`src/include/pps_pkg.sv`:
```
package pps_pkg;
   // ------------------------------------------------------------
   // Register offsets (byte addresses)
   // ------------------------------------------------------------
   localparam logic [11:0] TARGET_SECONDS_OFS = 12'h71c;
   localparam logic [11:0] TARGET_SUBSECONDS_OFS = 12'h720;
   localparam logic [11:0] TIME_SYNC_STATUS_OFS = 12'h728;
   localparam logic [11:0] PULSE_OUTPUT_CONTROL_OFS = 12'h72c;
   localparam logic [11:0] EVENT_STATUS_OFS = 12'h730;
   localparam logic [11:0] EVENT_MASK_OFS = 12'h734;

   // ------------------------------------------------------------
   // Field positions and widths
   // ------------------------------------------------------------
   localparam int SECONDS_WRAP_BIT = 0;
   localparam int TARGET_HIT_BIT = 1;
   localparam int FLAG_W = 2;
   localparam int RATE_W = 4;
   localparam int SUBSEC_W = 31;
   localparam int SUBSEC_TOP = 30;

   // ------------------------------------------------------------
   // Reset values and seconds limit
   // ------------------------------------------------------------
   localparam logic [31:0] REG_RESET = 32'h0000_0000;
   localparam logic [FLAG_W-1:0] FLAG_RESET = 2'h0;
   localparam logic [RATE_W-1:0] RATE_RESET = 4'h0;
   localparam logic [31:0] SECONDS_MAX = 32'hffff_ffff;

   // ------------------------------------------------------------
   // One-hertz pulse width
   // ------------------------------------------------------------
   localparam int BIN_HIGH_MS = 125;
   localparam int DIG_HIGH_MS = 100;
   localparam longint MS_PER_S = 1000;
   localparam longint DIG_NS_PER_MS = 1000000;
   // Binary rollover: 2^31 counts make one second
   localparam longint BIN_COUNTS_PER_S = 64'h0000_0000_8000_0000;
   localparam logic [SUBSEC_W-1:0] BIN_HIGH_COUNT =
      SUBSEC_W'((BIN_COUNTS_PER_S * BIN_HIGH_MS) / MS_PER_S);
   // Digital rollover: one count per nanosecond
   localparam logic [SUBSEC_W-1:0] DIG_HIGH_COUNT =
      SUBSEC_W'(DIG_HIGH_MS * DIG_NS_PER_MS);

   // Full system time at or past the target
   function automatic logic time_ge(input logic [31:0] sec, input logic [SUBSEC_W-1:0] sub,
                                    input logic [31:0] tsec, input logic [SUBSEC_W-1:0] tsub);
      time_ge = {sec, sub} >= {tsec, tsub};
   endfunction : time_ge
endpackage : pps_pkg

```
`src/rtl/pps_pulse_gen.sv`:
```
module pps_pulse_gen (
   // Clock and reset
   input wire logic sys_clk,
   input wire logic reset,
   // Time base
   input wire logic [30:0] system_subseconds,
   input wire logic digital_rollover,
   input wire logic [3:0] pulse_rate_select,
   // Pulse
   output logic pps_out
);
   logic pps_reg;
   logic pps_next;
   logic [4:0] bit_idx;

   // ------------------------------------------------------------
   // Pulse level
   // ------------------------------------------------------------
   always_comb begin
      pps_next = 1'b0;
      bit_idx = 5'h00;
      if (pulse_rate_select == 4'h0) begin
         // one hertz
         if (digital_rollover) begin
            pps_next = system_subseconds < pps_pkg::DIG_HIGH_COUNT;
         end else begin
            pps_next = system_subseconds < pps_pkg::BIN_HIGH_COUNT;
         end
      end else begin
         // power of two
         // Digital mode has no clean bit; rate comes out irregular
         if (digital_rollover) begin
            bit_idx = 5'(pps_pkg::SUBSEC_TOP - 1) - {1'b0, pulse_rate_select};
         end else begin
            // binary half period
            bit_idx = 5'(pps_pkg::SUBSEC_TOP) - {1'b0, pulse_rate_select};
         end
         // subsecond bit
         pps_next = system_subseconds[bit_idx];
      end
   end

   always_ff @(posedge sys_clk) begin
      if (reset) begin
         pps_reg <= 1'b0;
      end else begin
         pps_reg <= pps_next;
      end
   end

   assign pps_out = pps_reg;

   // ------------------------------------------------------------
   // Checks
   // ------------------------------------------------------------
   property p_square_wave;
      @(posedge sys_clk) disable iff (reset)
      (pulse_rate_select != 4'h0 && !digital_rollover)
      |=> pps_out == $past(system_subseconds[5'(pps_pkg::SUBSEC_TOP)
         - {1'b0, pulse_rate_select}]);
   endproperty
   a_square_wave: assert property (p_square_wave) else $error("square wave bit wrong");

   property p_one_hz;
      @(posedge sys_clk) disable iff (reset)
      (pulse_rate_select == 4'h0) |=> pps_out == ($past(digital_rollover) ?
         $past(system_subseconds) < pps_pkg::DIG_HIGH_COUNT
         : $past(system_subseconds[30:28]) == 3'h0);
   endproperty
   a_one_hz: assert property (p_one_hz) else $error("one hertz width wrong");

   c_pps_rise: cover property (@(posedge sys_clk) disable iff (reset) $rose(pps_out));
endmodule : pps_pulse_gen

```
`src/rtl/ptp_time_status_pps_output.sv`:
```
// Behaviour
// Seconds wrapping past all ones sets status bit 0.
// Reaching or passing the target time sets status bit 1.
// Pulse rate is two to the power of control bits 3:0 hertz.
// Rate zero gives 1 Hz: 125 ms high binary, 100 ms digital.
// Nonzero rates in binary rollover give a 50 percent square wave.
// Software should keep 1 Hz when digital rollover is used.
// Target compare uses target seconds and subseconds together.
// Subseconds are 31 bits, about 0.46 ns per count.
// Rollover mode is an input; edges follow subsecond bit transitions.
module ptp_time_status_pps_output (
   // Clock and reset
   input wire logic sys_clk,
   input wire logic reset,
   // Register port
   input wire logic [11:0] reg_addr,
   input wire logic [31:0] reg_wdata,
   input wire logic reg_write,
   input wire logic reg_read,
   output logic [31:0] reg_rdata,
   // System-time counter
   input wire logic [31:0] system_seconds,
   input wire logic [30:0] system_subseconds,
   input wire logic digital_rollover,
   // Outputs
   output logic pps_out,
   output logic irq
);
   logic [31:0] target_seconds_reg;
   logic [30:0] target_subseconds_reg;
   logic [3:0] pulse_rate_select_reg;
   logic [1:0] flags_reg;
   logic [1:0] flags_next;
   logic [1:0] mask_reg;
   logic [31:0] sec_prev_reg;
   logic hit_prev_reg;
   logic [31:0] rdata_reg;
   logic [31:0] rdata_next;
   logic irq_reg;
   logic hit_now;
   logic wrap_event;
   logic hit_event;
   logic [1:0] flag_clear;

   // ------------------------------------------------------------
   // Writable registers
   // ------------------------------------------------------------
   always_ff @(posedge sys_clk) begin
      if (reset) begin
         target_seconds_reg <= pps_pkg::REG_RESET;
         target_subseconds_reg <= pps_pkg::REG_RESET[30:0];
      end else if (reg_write && reg_addr == pps_pkg::TARGET_SECONDS_OFS) begin
         target_seconds_reg <= reg_wdata;
      end else if (reg_write && reg_addr == pps_pkg::TARGET_SUBSECONDS_OFS) begin
         // R8 31-bit subseconds
         target_subseconds_reg <= reg_wdata[30:0];
      end
   end

   always_ff @(posedge sys_clk) begin
      if (reset) begin
         pulse_rate_select_reg <= pps_pkg::RATE_RESET;
      end else if (reg_write && reg_addr == pps_pkg::PULSE_OUTPUT_CONTROL_OFS) begin
         // rate field
         pulse_rate_select_reg <= reg_wdata[3:0];
      end
   end

   always_ff @(posedge sys_clk) begin
      if (reset) begin
         mask_reg <= pps_pkg::FLAG_RESET;
      end else if (reg_write && reg_addr == pps_pkg::EVENT_MASK_OFS) begin
         mask_reg <= reg_wdata[1:0];
      end
   end

   // ------------------------------------------------------------
   // Event detection
   // ------------------------------------------------------------
   // full compare
   assign hit_now = pps_pkg::time_ge(system_seconds, system_subseconds,
                                     target_seconds_reg, target_subseconds_reg);
   // first reach
   // Edge, not level, so a cleared flag stays clear while time stays past target
   assign hit_event = hit_now && !hit_prev_reg;
   // seconds wrap
   assign wrap_event = sec_prev_reg == pps_pkg::SECONDS_MAX && system_seconds == 32'h0000_0000;

   always_ff @(posedge sys_clk) begin
      if (reset) begin
         sec_prev_reg <= pps_pkg::REG_RESET;
         hit_prev_reg <= 1'b0;
      end else begin
         sec_prev_reg <= system_seconds;
         hit_prev_reg <= hit_now;
      end
   end

   // ------------------------------------------------------------
   // Sticky flags and interrupt
   // ------------------------------------------------------------
   always_comb begin
      flag_clear = 2'h0;
      if (reg_write && reg_addr == pps_pkg::EVENT_STATUS_OFS) begin
         flag_clear = reg_wdata[1:0];
      end
      // Set wins over a clear in the same cycle
      flags_next = flags_reg & ~flag_clear;
      flags_next[pps_pkg::SECONDS_WRAP_BIT] = flags_next[pps_pkg::SECONDS_WRAP_BIT] | wrap_event;
      flags_next[pps_pkg::TARGET_HIT_BIT] = flags_next[pps_pkg::TARGET_HIT_BIT] | hit_event;
   end

   always_ff @(posedge sys_clk) begin
      if (reset) begin
         flags_reg <= pps_pkg::FLAG_RESET;
      end else begin
         flags_reg <= flags_next;
      end
   end

   always_ff @(posedge sys_clk) begin
      if (reset) begin
         irq_reg <= 1'b0;
      end else begin
         irq_reg <= |(flags_reg & mask_reg);
      end
   end

   // ------------------------------------------------------------
   // Read port
   // ------------------------------------------------------------
   always_comb begin
      rdata_next = 32'h0000_0000;
      case (reg_addr)
         pps_pkg::TARGET_SECONDS_OFS: rdata_next = target_seconds_reg;
         pps_pkg::TARGET_SUBSECONDS_OFS: rdata_next = {1'b0, target_subseconds_reg};
         pps_pkg::TIME_SYNC_STATUS_OFS: rdata_next = {30'h0, flags_reg};
         pps_pkg::PULSE_OUTPUT_CONTROL_OFS: rdata_next = {28'h0, pulse_rate_select_reg};
         pps_pkg::EVENT_STATUS_OFS: rdata_next = {30'h0, flags_reg};
         pps_pkg::EVENT_MASK_OFS: rdata_next = {30'h0, mask_reg};
         default: rdata_next = 32'h0000_0000;
      endcase
   end

   always_ff @(posedge sys_clk) begin
      if (reset) begin
         rdata_reg <= pps_pkg::REG_RESET;
      end else if (reg_read) begin
         rdata_reg <= rdata_next;
      end else begin
         rdata_reg <= 32'h0000_0000;
      end
   end

   assign reg_rdata = rdata_reg;
   assign irq = irq_reg;

   // ------------------------------------------------------------
   // Pulse generator
   // ------------------------------------------------------------
   pps_pulse_gen u_pulse (
      .sys_clk(sys_clk),
      .reset(reset),
      .system_subseconds(system_subseconds),
      .digital_rollover(digital_rollover),
      .pulse_rate_select(pulse_rate_select_reg),
      .pps_out(pps_out)
   );

   // ------------------------------------------------------------
   // Checks
   // ------------------------------------------------------------
   property p_wrap_sets;
      @(posedge sys_clk) disable iff (reset)
      (system_seconds == 32'h0 && $past(system_seconds) == 32'hffff_ffff && !$past(reset))
      |=> flags_reg[0];
   endproperty
   a_wrap_sets: assert property (p_wrap_sets) else $error("wrap flag not set");

   property p_hit_sets;
      @(posedge sys_clk) disable iff (reset)
      $rose(hit_now) |=> flags_reg[1];
   endproperty
   a_hit_sets: assert property (p_hit_sets) else $error("target flag not set");

   property p_hit_cause;
      @(posedge sys_clk) disable iff (reset)
      $rose(flags_reg[1]) |-> $past(pps_pkg::time_ge(system_seconds, system_subseconds,
                                    target_seconds_reg, target_subseconds_reg));
   endproperty
   a_hit_cause: assert property (p_hit_cause) else $error("target flag without reach");

   property p_wrap_cause;
      @(posedge sys_clk) disable iff (reset)
      $rose(flags_reg[0]) |-> $past(system_seconds) == 32'h0000_0000
         && $past(sec_prev_reg) == pps_pkg::SECONDS_MAX;
   endproperty
   a_wrap_cause: assert property (p_wrap_cause) else $error("wrap flag without wrap");

   property p_rate_readback;
      @(posedge sys_clk) disable iff (reset)
      (reg_write && reg_addr == pps_pkg::PULSE_OUTPUT_CONTROL_OFS)
      ##1 (reg_read && reg_addr == pps_pkg::PULSE_OUTPUT_CONTROL_OFS && !reg_write)
      |=> reg_rdata == {28'h0, $past(reg_wdata[3:0], 2)};
   endproperty
   a_rate_readback: assert property (p_rate_readback) else $error("rate readback wrong");

   property p_subsec_width;
      @(posedge sys_clk) disable iff (reset)
      (reg_read && reg_addr == pps_pkg::TARGET_SUBSECONDS_OFS) |=> reg_rdata[31] == 1'b0;
   endproperty
   a_subsec_width: assert property (p_subsec_width) else $error("subsecond bit 31 set");

   property p_pps_follows;
      @(posedge sys_clk) disable iff (reset)
      ##2 $changed(pps_out) |-> $past(system_subseconds, 2) != $past(system_subseconds)
         || $past(pulse_rate_select_reg, 2) != $past(pulse_rate_select_reg)
         || $past(digital_rollover, 2) != $past(digital_rollover);
   endproperty
   a_pps_follows: assert property (p_pps_follows) else $error("pulse edge without cause");

   property p_irq_level;
      @(posedge sys_clk) disable iff (reset)
      !$past(reset) |-> irq == $past(|(flags_reg & mask_reg));
   endproperty
   a_irq_level: assert property (p_irq_level) else $error("interrupt level wrong");

   c_wrap: cover property (@(posedge sys_clk) disable iff (reset) $rose(flags_reg[0]));
   c_hit: cover property (@(posedge sys_clk) disable iff (reset) $rose(flags_reg[1]));
   c_irq: cover property (@(posedge sys_clk) disable iff (reset) $rose(irq));
endmodule : ptp_time_status_pps_output

```
`config.mk`:
```
export PLATFORM = sky130hd
export DESIGN_NAME = ptp_time_status_pps_output
export DESIGN_NICKNAME = d
export VERILOG_FILES = /design/src/include/pps_pkg.sv /design/src/rtl/pps_pulse_gen.sv /design/src/rtl/ptp_time_status_pps_output.sv
export SDC_FILE = /design/constraint.sdc
export NUM_CORES = 1
export LEC_CHECK = 0
export BUFFER_PORTS_ARGS = -buffer_cell sky130_fd_sc_hd__buf_2
export CAP_MARGIN = 5
export CORE_ASPECT_RATIO = 1.25
export CORE_MARGIN = 3
export CORE_UTILIZATION = 50
export DETAILED_ROUTE_END_ITERATION = 10
export PLACE_DENSITY = 0.8
export REMOVE_ABC_BUFFERS = 1
export SYNTH_ARGS = -nofsm -noshare
export SYNTH_HDL_FRONTEND = slang
export SYNTH_SLANG_ARGS = --single-unit
export TNS_END_PERCENT = 20
```
`constraint.sdc`:
```
create_clock -name sys_clk -period 2.8 [get_ports sys_clk]
set_clock_uncertainty 0.15 [all_clocks]
set_input_delay 0 -clock sys_clk [delete_from_list [all_inputs] [get_ports sys_clk]]
set_output_delay 0 -clock sys_clk [all_outputs]
set_load 0.005 [all_outputs]
```
==> results.sh, run 1 <==
export IMPL_status="complete, no violations"
export IMPL_drive_gt1_share_pct=19.9
export IMPL_rr_worst_depth=8
export IMPL_yosys_top_cells_area="dfxtp_1 41%, ha_1 12%, nand2_1 8.5%"
export IMPL_p_int_mw=3.47
export IMPL_grt_max_degree=65
export IMPL_synth_mux_area_share_pct=3.95
export IMPL_fillCellCount=1075
export IMPL_worstPathArrival_ns=2.71
export IMPL_grt_usage_pct=28.9
export IMPL_row_count=47
export IMPL_synth_common_cells="154 x nand2_1, 138 x dfxtp_1, 95 x a21oi_1"
export IMPL_peakVddDrop_v=0.000365
export IMPL_cts_resized=0
export IMPL_crit_family="simple AND/OR/NAND/NOR gates"
export IMPL_yosysSeqAreaShare_pct=40.6
export IMPL_finalHoldViolCount=0
export IMPL_syn_avg_cell_area_sq_um=8.39
export IMPL_final_cells=1212
export IMPL_p_switching_mw=1.18
export IMPL_yosysMostFrequentCell="nand2_1"
export IMPL_grt_pass1_wl_um=33500
export IMPL_cts_post_setup_buffers_inserted=0
export IMPL_max_stage_delay_ns=0.54
export IMPL_hold_path_class="primary input to register"
export IMPL_tightest_slew_ns=0.700
export IMPL_insertion_delay_ns=0.42
export IMPL_rsz0062_at_grt="no"
export IMPL_slew_headroom_pct=53.3
export IMPL_leakagePower_nw=3.50
export IMPL_cp_end_kind="register"
export IMPL_cts_sinks=138
export IMPL_clkTransAtPathRegs_ns=0.07
export IMPL_pin_count=146
export IMPL_firstDrtPassIters=5
export IMPL_die_area_sq_um=15100
export IMPL_core_area_sq_um=13300
export IMPL_netSwitchingFraction_pct=25.3
export IMPL_hold_buffers=76
export IMPL_path_cells="inv_1 -> ha_1 -> nand4_1 -> nor4_1 -> nand2_1 -> a311o_1 -> a31o_2 -> a21oi_1"
export IMPL_drc_errors=0
export IMPL_root_buffer="clkbuf_16"
export IMPL_synth_warnings=0
export IMPL_rrSetupSlack_ns=0.29
export IMPL_timing_rr_start="target_seconds_reg[19]"
export IMPL_drt_total_wl_um=21400
export IMPL_drtAntennaViolNets=0
export IMPL_cts_tree="built"
export IMPL_vias=6789
export IMPL_dieHeight_um=136
export IMPL_layout_nets=1205
export IMPL_place_inst=1103
export IMPL_syn_area_sq_um=6810
export IMPL_overflow=0
export IMPL_grt_pass1_vias=6803
export IMPL_wl_per_cell_um=17.7
export IMPL_antenna_found_initial=2
export IMPL_critPathLaunchType="register"
export IMPL_via_per_inst=5.60
export IMPL_portBuffers=145
export IMPL_p_comb_share_pct=9.5
export IMPL_ys_seq_elements=138
export IMPL_p_per_area_nw_per_um2=515
export IMPL_multi_input_comb_area_sq_um=3620
export IMPL_synth_edf_count=0
export IMPL_synth_top_area_cell="dfxtp_1"
export IMPL_timing_hold_ws_ns=0.0795
export IMPL_start_util_pct=51.2
export IMPL_ys_flop_type="dfxtp_1"
export IMPL_endpoint="flags_reg[1]"
export IMPL_area_delta_synth_final_pct=32.7
export IMPL_p_clk_share_pct=47.5
export IMPL_path_class="register to register"
export IMPL_fmaxAchievable_mhz=398
export IMPL_slew_violations=0
export IMPL_setup_viol=0
export IMPL_seq_power_share_pct=43.0
export IMPL_htreeDepth=4
export IMPL_final_util_pct=68.0
export IMPL_cts_buffers=17
export IMPL_layout_min_cycle_time_ns=2.51
export IMPL_synth_top_family_by_area="simple AND/OR/NAND/NOR gates"
export IMPL_crit_slowest_cell="nor4_1"
export IMPL_path_buf_inv=1
export IMPL_synth_compound_area_share_pct=15.2
export IMPL_netlist_area_leader_share_pct=40.6
export IMPL_drt_iter0_markers=622
export IMPL_synth_xor_area_share_pct=0.625
export IMPL_postSynthCellCount=812
export IMPL_clock_path_buffers=2
export IMPL_timing_rr_end="flags_reg[1]"
export IMPL_crit_cells=8
export IMPL_synth_fa_ha_area_share_pct=12.1
export IMPL_drv_cap=0
export IMPL_regArea_sq_um=2760
export IMPL_crit_path_start="target_seconds_reg[19]"
export IMPL_gp_congestion=0.939
export IMPL_dp_hpwl_um=15000
export IMPL_die_w_um=110
export IMPL_yosys_area_share_simple_pct=21.2
export IMPL_critPathMaxFanout=3
export IMPL_finalCritPeriodShare_pct=89.7
export IMPL_required_ns=3.00
export IMPL_final_setup_tns_ns=0
export IMPL_synthArstFlopShare_pct=0
export IMPL_yosysUniqueCellTypes=48
layout make-up:
cell class                 count  share of cell area, %
tap                          171                   2.37
clock buffer                  17                   4.71
antenna                        1                 0.0277
clock inverter                15                   1.72
multi-input combinational    566                   40.1
sequential                   138                   30.6
timing repair buffer         236                   17.7
inverter                      68                   2.82
logic make-up after synthesis:
logic type                 count (synthesis)
buffers and inverters                    108
xor gates and xnor gates                   4
DFF                                      138
AOI/OAI and AO/OA                        174
and+or+nand+nor                          304
adders and majority gates                 66
muxes                                     18
worst min path at each step:
stage	start	end	slack [ns]	cells past startpoint
after floorplan	reset	flags_reg[1]	-0.08	1
after global placement	reg_wdata[7]	target_seconds_reg[7]	0.10	3
after detailed placement	reg_wdata[17]	target_subseconds_reg[17]	0.11	3
after CTS	reg_addr[6]	reg_rdata[0]	0.07	7
after global routing	reg_addr[0]	reg_rdata[1]	0.16	7
final	reg_addr[7]	reg_rdata[0]	0.08	7
stage by stage:
stage	power [mW]	setup slack [ns]	instance area, sq um
2_1_floorplan	2.19	-0.213	6640
3_3_place_gp	2.39	0.457	7690
3_5_place_dp	2.39	0.379	7690
4_1_cts	4.67	0.323	9030
5_1_grt	4.81	0.193	9040
6_report	4.65	0.289	9040
tightest hold or removal path: stages:
cell and delay (ns):
buf_2 0.07, or4_1 0.10, nor2_2 0.05, nand2_2 0.16, nor3_1 0.09, nand2_1 0.06
a31oi_1 0.06
placed cells by master, fill, tap and decap left out, drive strengths merged, types with 24 or more instances in the layout:
cell         count
nand4           24
buf            160
a22oi           28
inv             78
a21oi           95
dfxtp          138
dlygate4sd3     76
nor2b           35
ha              66
nor2            42
nand2          155
power by group through the flow:
stage	clock, mW	combinational (mW)	sequential [mW]
CTS	2.24	0.432	2.00
global placement	0	0.343	2.04
finish	2.21	0.443	2.00
global route	2.33	0.481	2.00
floorplan	0	0.149	2.04
detailed placement	0	0.348	2.04
routing by layer:
layer | track usage [%] | up-vias | wire (um)
met3 | 5.80 | 95 | 1700
met2 | 47.7 | 369 | 10400
met5 | 0 | - | 7
met4 | 15.9 | 2 | 1140
li1 | - | 3239 | -
met1 | 34.9 | 3084 | 8170
(Power assumes the default switching activity.)
==> inputs of run 2 (changes only) <==
--- a/config.mk
+++ b/config.mk
@@ -11,7 +11,7 @@
 export CORE_MARGIN = 3
 export CORE_UTILIZATION = 50
 export DETAILED_ROUTE_END_ITERATION = 10
-export PLACE_DENSITY = 0.8
+export PLACE_DENSITY = 0.74
 export REMOVE_ABC_BUFFERS = 1
 export SYNTH_ARGS = -nofsm -noshare
 export SYNTH_HDL_FRONTEND = slang
==> results.sh, run 2 (same netlist as run 1, synthesis figures left out) <==
export IMPL_portBuffers=145
export IMPL_dpl_worst_slack_ns=0.388
export IMPL_clkTransAtPathRegs_ns=0.06
export IMPL_worstHoldPathCells=7
export IMPL_grt_usage_pct=28.1
export IMPL_antenna_found_initial=2
export IMPL_grt_max_degree=46
export IMPL_slew_violations=0
export IMPL_drv_cap=0
export IMPL_required_ns=2.97
export IMPL_hold_path_class="primary input to register"
export IMPL_via_per_inst=5.54
export IMPL_firstDrtPassIters=6
export IMPL_cts_resized=0
export IMPL_grt_pass1_wl_um=32700
export IMPL_layout_commonest_cell="nand2_1"
export IMPL_start_util_pct=51.2
export IMPL_cts_buffers=17
export IMPL_drt_iter0_markers=592
export IMPL_tightest_slew_ns=0.622
export IMPL_status="complete, no violations"
export IMPL_setup_slack_ns=0.389
export IMPL_row_count=47
export IMPL_overflow=0
export IMPL_die_w_um=110
export IMPL_insertion_delay_ns=0.43
export IMPL_dieHeight_um=136
export IMPL_leakagePower_nw=3.46
export IMPL_finalHoldViolCount=0
export IMPL_area_delta_synth_final_pct=32.0
export IMPL_critPathMaxFanout=6
export IMPL_critPathLaunchType="register"
export IMPL_die_area_sq_um=15100
export IMPL_grt_pass1_vias=6666
export IMPL_setup_viol=0
export IMPL_cts_tree="built"
export IMPL_clock_path_buffers=2
export IMPL_fmaxAchievable_mhz=415
export IMPL_finalCritPeriodShare_pct=86.1
export IMPL_layout_common_cells="154 x nand2_1, 144 x buf_2, 138 x dfxtp_1, 95 x a21oi_1, 75 x dlygate4sd3_1"
export IMPL_gp_congestion=0.947
export IMPL_worstPathArrival_ns=2.58
export IMPL_drt_total_wl_um=20800
export IMPL_rr_worst_depth=10
export IMPL_htreeDepth=4
export IMPL_rsz0062_at_grt="no"
export IMPL_cts_sinks=138
export IMPL_place_inst=1101
export IMPL_peakVddDrop_v=0.000374
export IMPL_pin_count=146
export IMPL_final_setup_tns_ns=0
export IMPL_p_per_area_nw_per_um2=507
export IMPL_drtAntennaViolNets=0
export IMPL_cp_end_kind="register"
export IMPL_drc_errors=0
export IMPL_drive_gt1_share_pct=19.8
export IMPL_fillCellCount=1109
export IMPL_dp_hpwl_um=14800
export IMPL_path_class="register to register"
export IMPL_layout_nets=1202
export IMPL_wl_per_cell_um=17.2
export IMPL_root_buffer="clkbuf_16"
export IMPL_core_area_sq_um=13300
export IMPL_layout_min_cycle_time_ns=2.41
export IMPL_vias=6693
export IMPL_slew_headroom_pct=58.3
export IMPL_final_cells=1209
-- run 2: cell types whose count changed in the layout (fill, tap and decap cells not counted), sizes merged --
cell	before	now
buf	160	158
clkinvlp	3	6
dlygate4sd3	76	75
inv	78	76
bufinv	1	0
-- run 2: cell type report --
cell class | instances | area (sq um) | area share (%)
diodes | 1 | 2.50 | 0.0278
clock buffers | 17 | 425 | 4.73
clock inverters | 15 | 131 | 1.46
inverters | 68 | 255 | 2.84
multi-input cells | 566 | 3620 | 40.3
flip-flops and latches | 138 | 2760 | 30.7
well taps | 171 | 214 | 2.38
repair buffers | 233 | 1580 | 17.5
-- run 2: path summary, 6_finish.rpt --
path / startpoint / end / slack, ns
min reg2reg: target_seconds_reg[14] / target_seconds_reg[14] / 0.32
min: reg_addr[11] / reg_rdata[0] / 0.1
max reg2reg: pulse_rate_select_reg[0] / u_pulse.pps_out / 0.39
max: pulse_rate_select_reg[0] / u_pulse.pps_out / 0.39
-- run 2: worst max-delay path: stages, from the launching register on --
cell,delay (ns)
dfxtp_1,0.47
inv_1,0.08
ha_1,0.28
inv_1,0.06
o21ai_1,0.12
buf_4,0.17
mux4_2,0.50
mux2i_1,0.15
mux2i_1,0.10
mux2i_1,0.16
o21ai_1,0.07
-- run 2: routing by layer --
layer	global-route usage, %	wire, um
met1	34.6	8440
met2	47.1	10300
met3	5.18	1290
met4	12.9	764
met5	0	7
-- run 2: where the power goes --
group	internal [mW]	leakage [nW]	total, mW	switching, mW
clock network	1.16	0.255	2.12	0.955
registers	1.99	1.12	2.00	0.00940
logic	0.225	2.09	0.440	0.215
total	3.38	3.46	4.56	1.18
-- run 2: stage by stage --
stage | hold WS (ns) | power [mW] | instance area, sq um | util (%)
finish | 0.0966 | 4.56 | 8990 | 67.6
global route | 0.131 | 4.70 | 8990 | 67.6
CTS | 0.0502 | 4.57 | 8980 | 67.6
detailed placement | 0.108 | 2.39 | 7680 | 57.8
global placement | 0.103 | 2.39 | 7680 | 57.8
floorplan | -0.0809 | 2.19 | 6640 | -
-- run 2: repair_timing --
item	in CTS	in global routing
endpoints found under the hold margin	107	0
hold buffers	75	0
buffers inserted	0	0
